$ cat config.mk
export PLATFORM = sky130hd
export DESIGN_NAME = mii_symbol_latency
export DESIGN_NICKNAME = d
export VERILOG_FILES = /design/src/hdl/latency_pipe.v /design/src/hdl/mii_symbol_latency.v
export VERILOG_INCLUDE_DIRS = /design/src /design/src/pkg
export SDC_FILE = /design/constraint.sdc
export NUM_CORES = 1
export LEC_CHECK = 0
export BUFFER_PORTS_ARGS = -buffer_cell sky130_fd_sc_hd__buf_2
export CAP_MARGIN = 20
export CELL_PAD_IN_SITES_DETAIL_PLACEMENT = 1
export CELL_PAD_IN_SITES_GLOBAL_PLACEMENT = 1
export CORE_MARGIN = 4
export CORE_UTILIZATION = 48
export DETAILED_ROUTE_END_ITERATION = 12
export GPL_TIMING_DRIVEN = 0
export PLACE_DENSITY = 0.8
export SLEW_MARGIN = 20
export SYNTH_ARGS = -nofsm -noshare
export SYNTH_HDL_FRONTEND = slang
export SYNTH_SLANG_ARGS = --single-unit
$ cat constraint.sdc
create_clock -name core_clk_i -period 3.6 [get_ports core_clk_i]
set_input_delay 0.72 -clock core_clk_i [delete_from_list [all_inputs] [get_ports core_clk_i]]
set_output_delay 0.72 -clock core_clk_i [all_outputs]
set_load 0.02 [all_outputs]
$ cat src/pkg/symbol_latency_defs.vh
// timing constants for the symbol-mode mii latency block
`ifndef SYMBOL_LATENCY_DEFS_VH
`define SYMBOL_LATENCY_DEFS_VH

// ----------------------------------------------------------------
// time base
// ----------------------------------------------------------------
`define BIT_TIME_NS 10
`define CORE_CLK_NS 20

// ----------------------------------------------------------------
// chosen latencies, in bit times
// ----------------------------------------------------------------
`define RX_J_TO_CRS_BT 16
`define RX_T_TO_CRS_OFF_BT 24
`define RX_CRS_TO_RXD_BT 4
`define RX_CRS_TO_DV_BT 8
`define TX_EN_TO_CRS_BT 2
`define TX_EN_TO_CRS_OFF_BT 4
`define TX_EN_TO_LINE_BT 6

// ----------------------------------------------------------------
// latencies in core clock cycles
// ----------------------------------------------------------------
`define BT_TO_CYC(bt) (((bt) * `BIT_TIME_NS) / `CORE_CLK_NS)
`define RX_J_TO_CRS_CYC `BT_TO_CYC(`RX_J_TO_CRS_BT)
`define RX_T_TO_CRS_OFF_CYC `BT_TO_CYC(`RX_T_TO_CRS_OFF_BT)
`define RX_CRS_TO_RXD_CYC `BT_TO_CYC(`RX_CRS_TO_RXD_BT)
`define RX_CRS_TO_DV_CYC `BT_TO_CYC(`RX_CRS_TO_DV_BT)
`define TX_EN_TO_CRS_CYC `BT_TO_CYC(`TX_EN_TO_CRS_BT)
`define TX_EN_TO_CRS_OFF_CYC `BT_TO_CYC(`TX_EN_TO_CRS_OFF_BT)
`define TX_EN_TO_LINE_CYC `BT_TO_CYC(`TX_EN_TO_LINE_BT)

// ----------------------------------------------------------------
// widths and reset values
// ----------------------------------------------------------------
`define SYM_W 5
`define CNT_W 5
`define SYM_RESET 5'h00

`endif

$ cat src/hdl/latency_pipe.v
// fixed-depth registered delay line for the transmit path
`default_nettype none

module latency_pipe #(
  parameter WIDTH = 6,
  parameter DEPTH = 3
) (
  // clock and reset
  input wire core_clk_i,
  input wire rst_n_i,
  // stream
  input wire [WIDTH-1:0] data_i,
  output wire [WIDTH-1:0] data_o
);

  reg [WIDTH-1:0] stage_q [0:DEPTH-1];
  integer i;

  always @(posedge core_clk_i) begin
    if (!rst_n_i) begin
      for (i = 0; i < DEPTH; i = i + 1) begin
        stage_q[i] <= {WIDTH{1'b0}};
      end
    end else begin
      stage_q[0] <= data_i;
      for (i = 1; i < DEPTH; i = i + 1) begin
        stage_q[i] <= stage_q[i-1];
      end
    end
  end

  assign data_o = stage_q[DEPTH-1];

endmodule // latency_pipe

`default_nettype wire

$ cat src/hdl/mii_symbol_latency.v
// symbol-mode mii latency engine: carrier, collision, receive and transmit timing
`default_nettype none
`include "symbol_latency_defs.vh"

module mii_symbol_latency (
  // clock and reset
  input wire core_clk_i,
  input wire rst_n_i,
  // mode
  input wire symbol_bypass_mode_i,
  // mii link clock from the mac side, sampled as a pin
  input wire mii_clk_i,
  // receive events from the line decoder, core clock domain
  input wire rx_j_start_i,
  input wire rx_t_start_i,
  input wire rx_collide_i,
  input wire [4:0] rx_code_i,
  // mii receive side to the mac
  output wire crs_o,
  output wire col_o,
  output wire rx_dv_o,
  output wire [4:0] rxd_o,
  // mii transmit side from the mac, asynchronous pins
  input wire tx_en_i,
  input wire [4:0] txd_i,
  // twisted pair transmit stream
  output wire twisted_pair_tx_output_valid_o,
  output wire [4:0] twisted_pair_tx_output_o
);

  // ----------------------------------------------------------------
  // receive state encoding
  // ----------------------------------------------------------------
  localparam [3:0] RX_IDLE = 4'h1;
  localparam [3:0] RX_JWAIT = 4'h2;
  localparam [3:0] RX_ACTIVE = 4'h4;
  localparam [3:0] RX_TWAIT = 4'h8;

  // counts are worked out as integers, then cut to the counter width on purpose
  localparam integer J_CRS_N = `RX_J_TO_CRS_CYC - 1;
  localparam integer T_OFF_N = `RX_T_TO_CRS_OFF_CYC - 1;
  localparam integer RXD_N = `RX_CRS_TO_RXD_CYC;
  localparam integer DV_N = `RX_CRS_TO_DV_CYC;
  localparam integer TX_OFF_N = `TX_EN_TO_CRS_OFF_CYC - 1;
  localparam [4:0] J_CRS_CYC = J_CRS_N[4:0];
  localparam [4:0] T_OFF_CYC = T_OFF_N[4:0];
  localparam [4:0] RXD_CYC = RXD_N[4:0];
  localparam [4:0] DV_CYC = DV_N[4:0];
  localparam [4:0] TX_OFF_CYC = TX_OFF_N[4:0];

  // ----------------------------------------------------------------
  // pin synchronisers, three stages each
  // ----------------------------------------------------------------
  reg [2:0] mclk_q;
  reg [2:0] ten_q;
  reg [4:0] txd_s1_q, txd_s2_q, txd_s3_q;
  reg ten_f_q;
  reg mclk_f_q;

  always @(posedge core_clk_i) begin
    if (!rst_n_i) begin
      mclk_q <= 3'h0;
      ten_q <= 3'h0;
      txd_s1_q <= `SYM_RESET;
      txd_s2_q <= `SYM_RESET;
      txd_s3_q <= `SYM_RESET;
      ten_f_q <= 1'b0;
      mclk_f_q <= 1'b0;
    end else begin
      mclk_q <= {mclk_q[1:0], mii_clk_i};
      ten_q <= {ten_q[1:0], tx_en_i};
      txd_s1_q <= txd_i;
      txd_s2_q <= txd_s1_q;
      txd_s3_q <= txd_s2_q;
      // a change of enable only counts once two stages agree
      if (ten_q[1] == ten_q[2]) begin
        ten_f_q <= ten_q[2];
      end
      // the link clock level is only taken once the last two stages agree
      if (mclk_q[1] == mclk_q[2]) begin
        mclk_f_q <= mclk_q[2];
      end
    end
  end

  // mac launches on the falling edge so it can sample on the rising one
  wire mclk_rise = mclk_q[2] & mclk_q[1] & ~mclk_f_q;
  wire mclk_fall = ~mclk_q[2] & ~mclk_q[1] & mclk_f_q;

  // ----------------------------------------------------------------
  // receive timing
  // ----------------------------------------------------------------
  reg [3:0] rx_st_q, rx_st_d;
  reg [4:0] rx_cnt_q, rx_cnt_d;
  reg rx_crs_q, rx_crs_d;
  reg coll_q, coll_d;
  reg rxd_en_q, rxd_en_d;
  reg dv_en_q, dv_en_d;

  always @* begin
    rx_st_d = rx_st_q;
    rx_cnt_d = rx_cnt_q + 5'h01;
    rx_crs_d = rx_crs_q;
    coll_d = coll_q | rx_collide_i;
    rxd_en_d = rxd_en_q;
    dv_en_d = dv_en_q;
    case (rx_st_q)
      RX_IDLE: begin
        rx_cnt_d = 5'h00;
        coll_d = rx_collide_i;
        if (rx_j_start_i) begin
          rx_st_d = RX_JWAIT;
        end
      end
      RX_JWAIT: begin
        if (rx_cnt_q == J_CRS_CYC) begin
          rx_st_d = RX_ACTIVE;
          rx_crs_d = 1'b1;
          rx_cnt_d = 5'h00;
        end
      end
      RX_ACTIVE: begin
        if (rx_cnt_q == RXD_CYC - 5'h01) begin
          rxd_en_d = 1'b1;
        end
        if (rx_cnt_q == DV_CYC - 5'h01) begin
          dv_en_d = 1'b1;
        end
        if (rx_cnt_q == DV_CYC) begin
          rx_cnt_d = rx_cnt_q;
        end
        if (rx_t_start_i) begin
          rx_st_d = RX_TWAIT;
          rx_cnt_d = 5'h00;
        end
      end
      RX_TWAIT: begin
        if (rx_cnt_q == T_OFF_CYC) begin
          rx_st_d = RX_IDLE;
          rx_crs_d = 1'b0;
          rxd_en_d = 1'b0;
          dv_en_d = 1'b0;
          coll_d = 1'b0;
          rx_cnt_d = 5'h00;
        end
      end
      default: begin
        rx_st_d = RX_IDLE;
        rx_cnt_d = 5'h00;
        rx_crs_d = 1'b0;
        rxd_en_d = 1'b0;
        dv_en_d = 1'b0;
        coll_d = 1'b0;
      end
    endcase
  end

  always @(posedge core_clk_i) begin
    if (!rst_n_i) begin
      rx_st_q <= RX_IDLE;
      rx_cnt_q <= 5'h00;
      rx_crs_q <= 1'b0;
      coll_q <= 1'b0;
      rxd_en_q <= 1'b0;
      dv_en_q <= 1'b0;
    end else begin
      rx_st_q <= rx_st_d;
      rx_cnt_q <= rx_cnt_d;
      rx_crs_q <= rx_crs_d;
      coll_q <= coll_d;
      rxd_en_q <= rxd_en_d;
      dv_en_q <= dv_en_d;
    end
  end

  // ----------------------------------------------------------------
  // transmit sampling and carrier echo
  // ----------------------------------------------------------------
  reg ten_smp_q;
  reg [4:0] txd_smp_q;
  reg tx_crs_q;
  reg [4:0] tx_off_q;

  always @(posedge core_clk_i) begin
    if (!rst_n_i) begin
      ten_smp_q <= 1'b0;
      txd_smp_q <= `SYM_RESET;
      tx_crs_q <= 1'b0;
      tx_off_q <= 5'h00;
    end else begin
      if (mclk_rise) begin
        ten_smp_q <= ten_f_q;
        txd_smp_q <= txd_s3_q;
      end
      // one cycle after the sample is two bit times
      if (ten_smp_q) begin
        tx_crs_q <= 1'b1;
        tx_off_q <= 5'h00;
      end else if (tx_crs_q) begin
        if (tx_off_q == TX_OFF_CYC) begin
          tx_crs_q <= 1'b0;
        end else begin
          tx_off_q <= tx_off_q + 5'h01;
        end
      end
    end
  end

  // ----------------------------------------------------------------
  // line transmit latency
  // ----------------------------------------------------------------
  wire [5:0] line_w;

  latency_pipe #(
    .WIDTH(6),
    .DEPTH(`TX_EN_TO_LINE_CYC)
  ) u_tx_pipe (
    .core_clk_i(core_clk_i),
    .rst_n_i(rst_n_i),
    .data_i({ten_smp_q, txd_smp_q}),
    .data_o(line_w)
  );

  // ----------------------------------------------------------------
  // output registers
  // ----------------------------------------------------------------
  reg crs_q, col_q, rx_dv_q, line_v_q;
  reg [4:0] rxd_q, line_q;

  always @(posedge core_clk_i) begin
    if (!rst_n_i) begin
      crs_q <= 1'b0;
      col_q <= 1'b0;
      rx_dv_q <= 1'b0;
      rxd_q <= `SYM_RESET;
      line_v_q <= 1'b0;
      line_q <= `SYM_RESET;
    end else begin
      crs_q <= rx_crs_d | tx_crs_q;
      col_q <= rx_crs_d & coll_d;
      line_v_q <= line_w[5];
      line_q <= line_w[5] ? line_w[4:0] : `SYM_RESET;
      // symbols change away from the mac sampling edge; 4b mode masks bit 4
      if (mclk_fall | ~rx_crs_d) begin
        rx_dv_q <= dv_en_d;
        rxd_q <= rxd_en_d ? {rx_code_i[4] & symbol_bypass_mode_i, rx_code_i[3:0]}
                          : `SYM_RESET;
      end
    end
  end

  assign crs_o = crs_q;
  assign col_o = col_q;
  assign rx_dv_o = rx_dv_q;
  assign rxd_o = rxd_q;
  assign twisted_pair_tx_output_valid_o = line_v_q;
  assign twisted_pair_tx_output_o = line_q;

endmodule // mii_symbol_latency

`default_nettype wire

Yosys cells after proc, flatten, opt, wreduce, memory -nomap -nowiden. Memory sizes are Yosys's and may differ from the RTL's. Cells that the tools add are included.

$add $sub $neg: 2. Eq/ne operators: 17. Muxes and demuxes: 30. Bitwise gates (word level): 18. Reduce and logical (&&, ||, !) cells: 7.

Operator list (number): $mux W5 (5); $mux W6 (3); $mux W4 (4); $pmux W4 S4 (1); $pmux W5 S3 (1); $mux W1 (12); $pmux W1 S3 (4); $add A5 B1 Y5 const B (2); $eq A5 B1 Y1 const B (2); $eq A5 B3 Y1 const B (2); $ne A2 B2 Y1 const B (4); $reduce_or A2 Y1 (4); $and A1 B1 Y1 (6); $not A1 Y1 (6); $or A1 B1 Y1 (6); $eq A5 B2 Y1 const B (1); $eq A5 B4 Y1 const B (1); $eq A4 B1 Y1 const B (1); $eq A4 B2 Y1 const B (1); $eq A4 B3 Y1 const B (1); $eq A4 B4 Y1 const B (1); $reduce_and A2 Y1 (2); $reduce_and A4 Y1 (1); $ne A3 B3 Y1 const B (1); $eq A1 B1 Y1 (2).

Bits in registers: 62. Bits in writable memories: 18. Input bits: 18. Output and inout bits: 14. Logic and storage cells: 98. Memories: 1.

Memory list: u_tx_pipe.stage_q (words 3, width 6, read ports 3, clocked after Yosys merged registers in 0, wr ports 3, line latency_pipe.v:16) `reg [WIDTH-1:0] stage_q [0:DEPTH-1];`.

Longest topological paths before layout.
Depth after elaboration: 5. Gate-level depth with buffers: 6. Mapped depth without buffers: 6.

Hierarchy. From an unflattened synthesis, not the netlist that was laid out.

Cell total of the unflattened synthesis: 277. Area total of the unflattened synthesis: 2920.3 sq um.

Modules (own cells, without submodules): mii_symbol_latency (times used 1, cells an instance 234, area an instance 2373.5 sq um, sequential area each 1241.2 sq um); latency_pipe (times used 1, cells an instance 43, area an instance 546.8 sq um, sequential area each 360.3 sq um).

Least setup slack after synthesis. No wires, ideal clock.

Kind: register to register. Start: register rx_st_q[1]. End: register rx_st_q[3]. Library setup time: 118 ps. Data arrival time: 1468 ps. Data required time: 3482 ps. Slack: 2014 ps. Cell stages (with the launch flop): 6. Period minus slack after synthesis: 1586 ps. Path through: dfxtp_1 buf_2 or4b_4 o22ai_4 nor3_1 o2111a_1.

Longest elaborated chain between the ends: 3. Elaborated cells on any way between the ends: 10. Those cells by class: eq/ne: 8; mux: 1; reduce/logical: 1.

Ends and longest elaborated chain: from (decl) (line mii_symbol_latency.v:93) `reg [3:0] rx_st_q, rx_st_d;`; from (signal assigned) (line mii_symbol_latency.v:167) `rx_st_q <= rx_st_d;`; $eq A4 B4 Y1, or another cell as far along (line mii_symbol_latency.v:107) `case (rx_st_q)`; $ne A2 B2 Y1 (no source line); $reduce_and A4 Y1 (no source line).

Parallel ways exist; a longest one is shown, timed or not. A chain may end at the register's enable or synchronous reset.

Final worst setup path.
Start: register rx_cnt_q[0]. End: register rx_st_q[2].

Longest elaborated chain between the ends: 3. Elaborated cells on any way between the ends: 5. Those cells by class: eq/ne: 4; reduce/logical: 1.

Ends and longest elaborated chain: from (decl) (line mii_symbol_latency.v:94) `reg [4:0] rx_cnt_q, rx_cnt_d;`; from (signal assigned) (line mii_symbol_latency.v:168) `rx_cnt_q <= rx_cnt_d;`; $eq A5 B4 Y1 or $eq A5 B3 Y1 (tied branches) (line mii_symbol_latency.v:138, mii_symbol_latency.v:116); $ne A2 B2 Y1 (no source line); $reduce_and A4 Y1 (no source line) *.

Mark *: on every way between the ends. The rest lies on a longest branch, timed or not.

==> impl_metrics.csv <==
group,metric,value,unit
run_status,outcome,"complete, no violations",
detailed_routing,vias,2011,
detailed_routing,drc,0,
clocking,clk_pin_slew_worst_paths,80,ps
clocking,clockRootBuffer,"clkbuf_8",
clocking,post_cts.resized_instances,0,
synthesis,ys_warn_count,0,
setup_path,path_max_fanout,5,
floorplan,io_pins,32,
synthesis,ys_seq_elements,80,
synthesis,syn_area,2900,µm²
sta,setup_viol_count_final,0,
sta,clock_skew,7.21,ps
setup_path,arrival,2140,ps
sta,layout_min_cycle_time,1850,ps
finish,seqCellArea,1600,µm²
setup_path,path_class,"flip-flop to flip-flop",
sta,finalSetupTns,0,ps
flow_run,maxCapViolCount,0,
clocking,cts_buffer_depth,2,
setup_path,worstPathRequired,3880,ps
grt,antenna_found_initial,0,
finish,multiInputGateArea,1200,µm²
worst_hold_path,worstHoldPathType,"flip-flop to flip-flop",
grt,grt_max_degree,14,
placed_design,place_ws,1740,ps
synthesis,syn_area_per_cell,10.7,µm²
floorplan,num_rows,28,
grt,grtUsageTotal,0.176,
detailed_routing,drt_first_pass_iters,4,
finish,fin_util,0.567,
sta,max-slew-margin-rel,0.593,
sta,whs,436,ps
setup_path,crit_start,"rx_cnt_q[0]",
finish,n_fill_cell,680,
power,ir_drop,0.260,mV
clocking,cts-buffers-inserted,9,
sta,worstMarginPinSlew,609,ps
detailed_routing,ant_nets,0,
finish,drive_above_1_share,0.202,
finish,fin_cells,392,
floorplan,die_w,85.8,µm
clocking,cts_max_level,3,
sta,finalMaxSlewViolations,0,
floorplan,dieHeight,85.8,µm
clocking,cts_tree,"yes",
synthesis,syn-instance-count,271,
floorplan,dieArea,7360,µm²
detailed_routing,vias_per_cell,5.13,
floorplan,core,5890,µm²
clocking,post_cts_buffers,0,
detailed_routing,totalWireLength,5710,µm
grt,overflow,0,
clocking,clock_latency,340,ps
setup_path,crit_path_end_kind,"flip-flop",
detailed_routing,wire_per_inst,14.6,µm
placed_design,dp_hpwl,3980,µm
power,power,1.62,mW
finish,fin_area,3340,µm²
grt,grt_pass1_wl,10100,µm
power,p_leak,1.40,nW
synthesis,synthFlopType,"dfxtp_1",
detailed_routing,first_iter_violations,64,
finish,syn_to_final_growth,14.9,%
setup_path,timing.rr.start,"rx_cnt_q[0]",
power,powerDensity,486,nW/µm²
synthesis,asyncSetResetFlopFracSynth,0,
sta,hold_violations,0,
finish,nets,338,
sta,post-route-worst-setup-slack,1750,ps
sta,rsz0062_at_grt,"no",
synthesis,mappedNetlistNets,296,
clocking,clock_sinks,80,
synthesis,ys_seq_area_frac,0.552,
placed_design,gp_congestion,0.793,
setup_path,cp-start-kind,"flip-flop",
placed_design,dp_cells,377,
worst_hold_path,worstHoldStart,"u_tx_pipe.stage_q[0][6]",
clocking,hold_buffers,0,
finish,n_antenna_cell,0,
placed_design,postPlaceCellArea,3150,µm²
synthesis,synth_edf_count,0,
sta,fmax,539,MHz
floorplan,start_util,0.493,
placed_design,port_buffers,31,
grt,grt_pass1_vias,2158,
sta,min_period_over_period,0.515,
synthesis,synthDistinctLibCells,53,
sequential cells by signal, summed over array words and instances (netlist names), 3 cells and up:
name,flops
mclk_q,3
rx_cnt_q,5
rx_st_q,4
rxd_o,5
ten_q,3
twisted_pair_tx_output_o,5
tx_off_q,5
txd_s1_q,5
txd_s2_q,5
txd_s3_q,5
txd_smp_q,5
u_tx_pipe.stage_q,18
logic make-up after synthesis:
group	Yosys count	share of synthesized area
xor+xnor	8	0.0241
fa+ha+maj	7	0.0302
buf+inv	23	0.0345
mux	6	0.0207
flops	80	0.552
simple gates	107	0.231
compound gates	40	0.107
critical path, stage by stage (launching register included):
cell	delay, ps
dfxtp_1	410
ha_1	290
and4bb_1	350
and2b_1	270
a311oi_1	260
o221a_1	210
per-layer routing:
metal	share of wire	GRT usage	vias up
li1	-	-	1002
met1	0.47	0.215	980
met2	0.49	0.295	24
met3	0.030	0.0442	5
met4	0.013	0.0734	0
met5	0	0	-
cells in the final DEF, fill, tap and decap left out, types with 3 or more instances in the layout:
| cell | instances |
|---|---|
| o211ai_1 | 5 |
| xor2_1 | 8 |
| and3_1 | 5 |
| nand3_1 | 8 |
| a21oi_1 | 7 |
| clkbuf_1 | 9 |
| ha_1 | 7 |
| o21ai_0 | 3 |
| and2_1 | 41 |
| mux2i_1 | 6 |
| nor2_1 | 13 |
| inv_1 | 10 |
| buf_2 | 33 |
| nor3_1 | 3 |
| nor2b_1 | 11 |
| nand2_1 | 9 |
| clkbuf_8 | 9 |
| dfxtp_1 | 80 |
power by group:
part	internal [mW]	switching, mW	total [mW]
combinational	0.0359	0.0507	0.0865
sequential	0.898	0.00489	0.903
clock	0.317	0.313	0.630
synthesized netlist by cell type (2+ instances only):
master    count  share of area
and2_1       41          0.088
inv_1        10          0.013
nor2_1       13          0.017
nor3b_2       2         0.0086
a41oi_1       2         0.0060
nand3_1       8          0.014
nand4_1       2         0.0043
a21boi_0      2         0.0052
clkbuf_1      8          0.010
o21ai_2       2         0.0060
and3_1        5          0.011
ha_1          7          0.030
a21oi_1       7          0.012
o21ai_1       2         0.0034
buf_2         2         0.0034
o211a_1       2         0.0069
xor2_1        8          0.024
or4b_4        2         0.0095
nor3_1        3         0.0052
nor2b_1      11          0.024
mux2i_1       6          0.021
o211ai_1      5          0.013
o21ai_0       3         0.0052
dfxtp_1      80           0.55
a311oi_1      2         0.0060
nand2_1       9          0.012
layout make-up:
class	count	area share
buffer	13	0.0188
clock buffer	10	0.0383
clock inverter	5	0.0169
inverter	10	0.0113
multi-input combinational	168	0.360
sequential	80	0.480
tap	75	0.0281
timing repair buffer	31	0.0465
final timing paths:
kind	to	slack, ps	cells past startpoint
hold reg to reg	u_tx_pipe.stage_q[0][12]	440	1
hold / removal	u_tx_pipe.stage_q[0][12]	440	1
setup / recovery	rx_st_q[2]	1750	5
setup reg to reg	rx_st_q[2]	1750	5
Power figures use the tool's default switching activity.
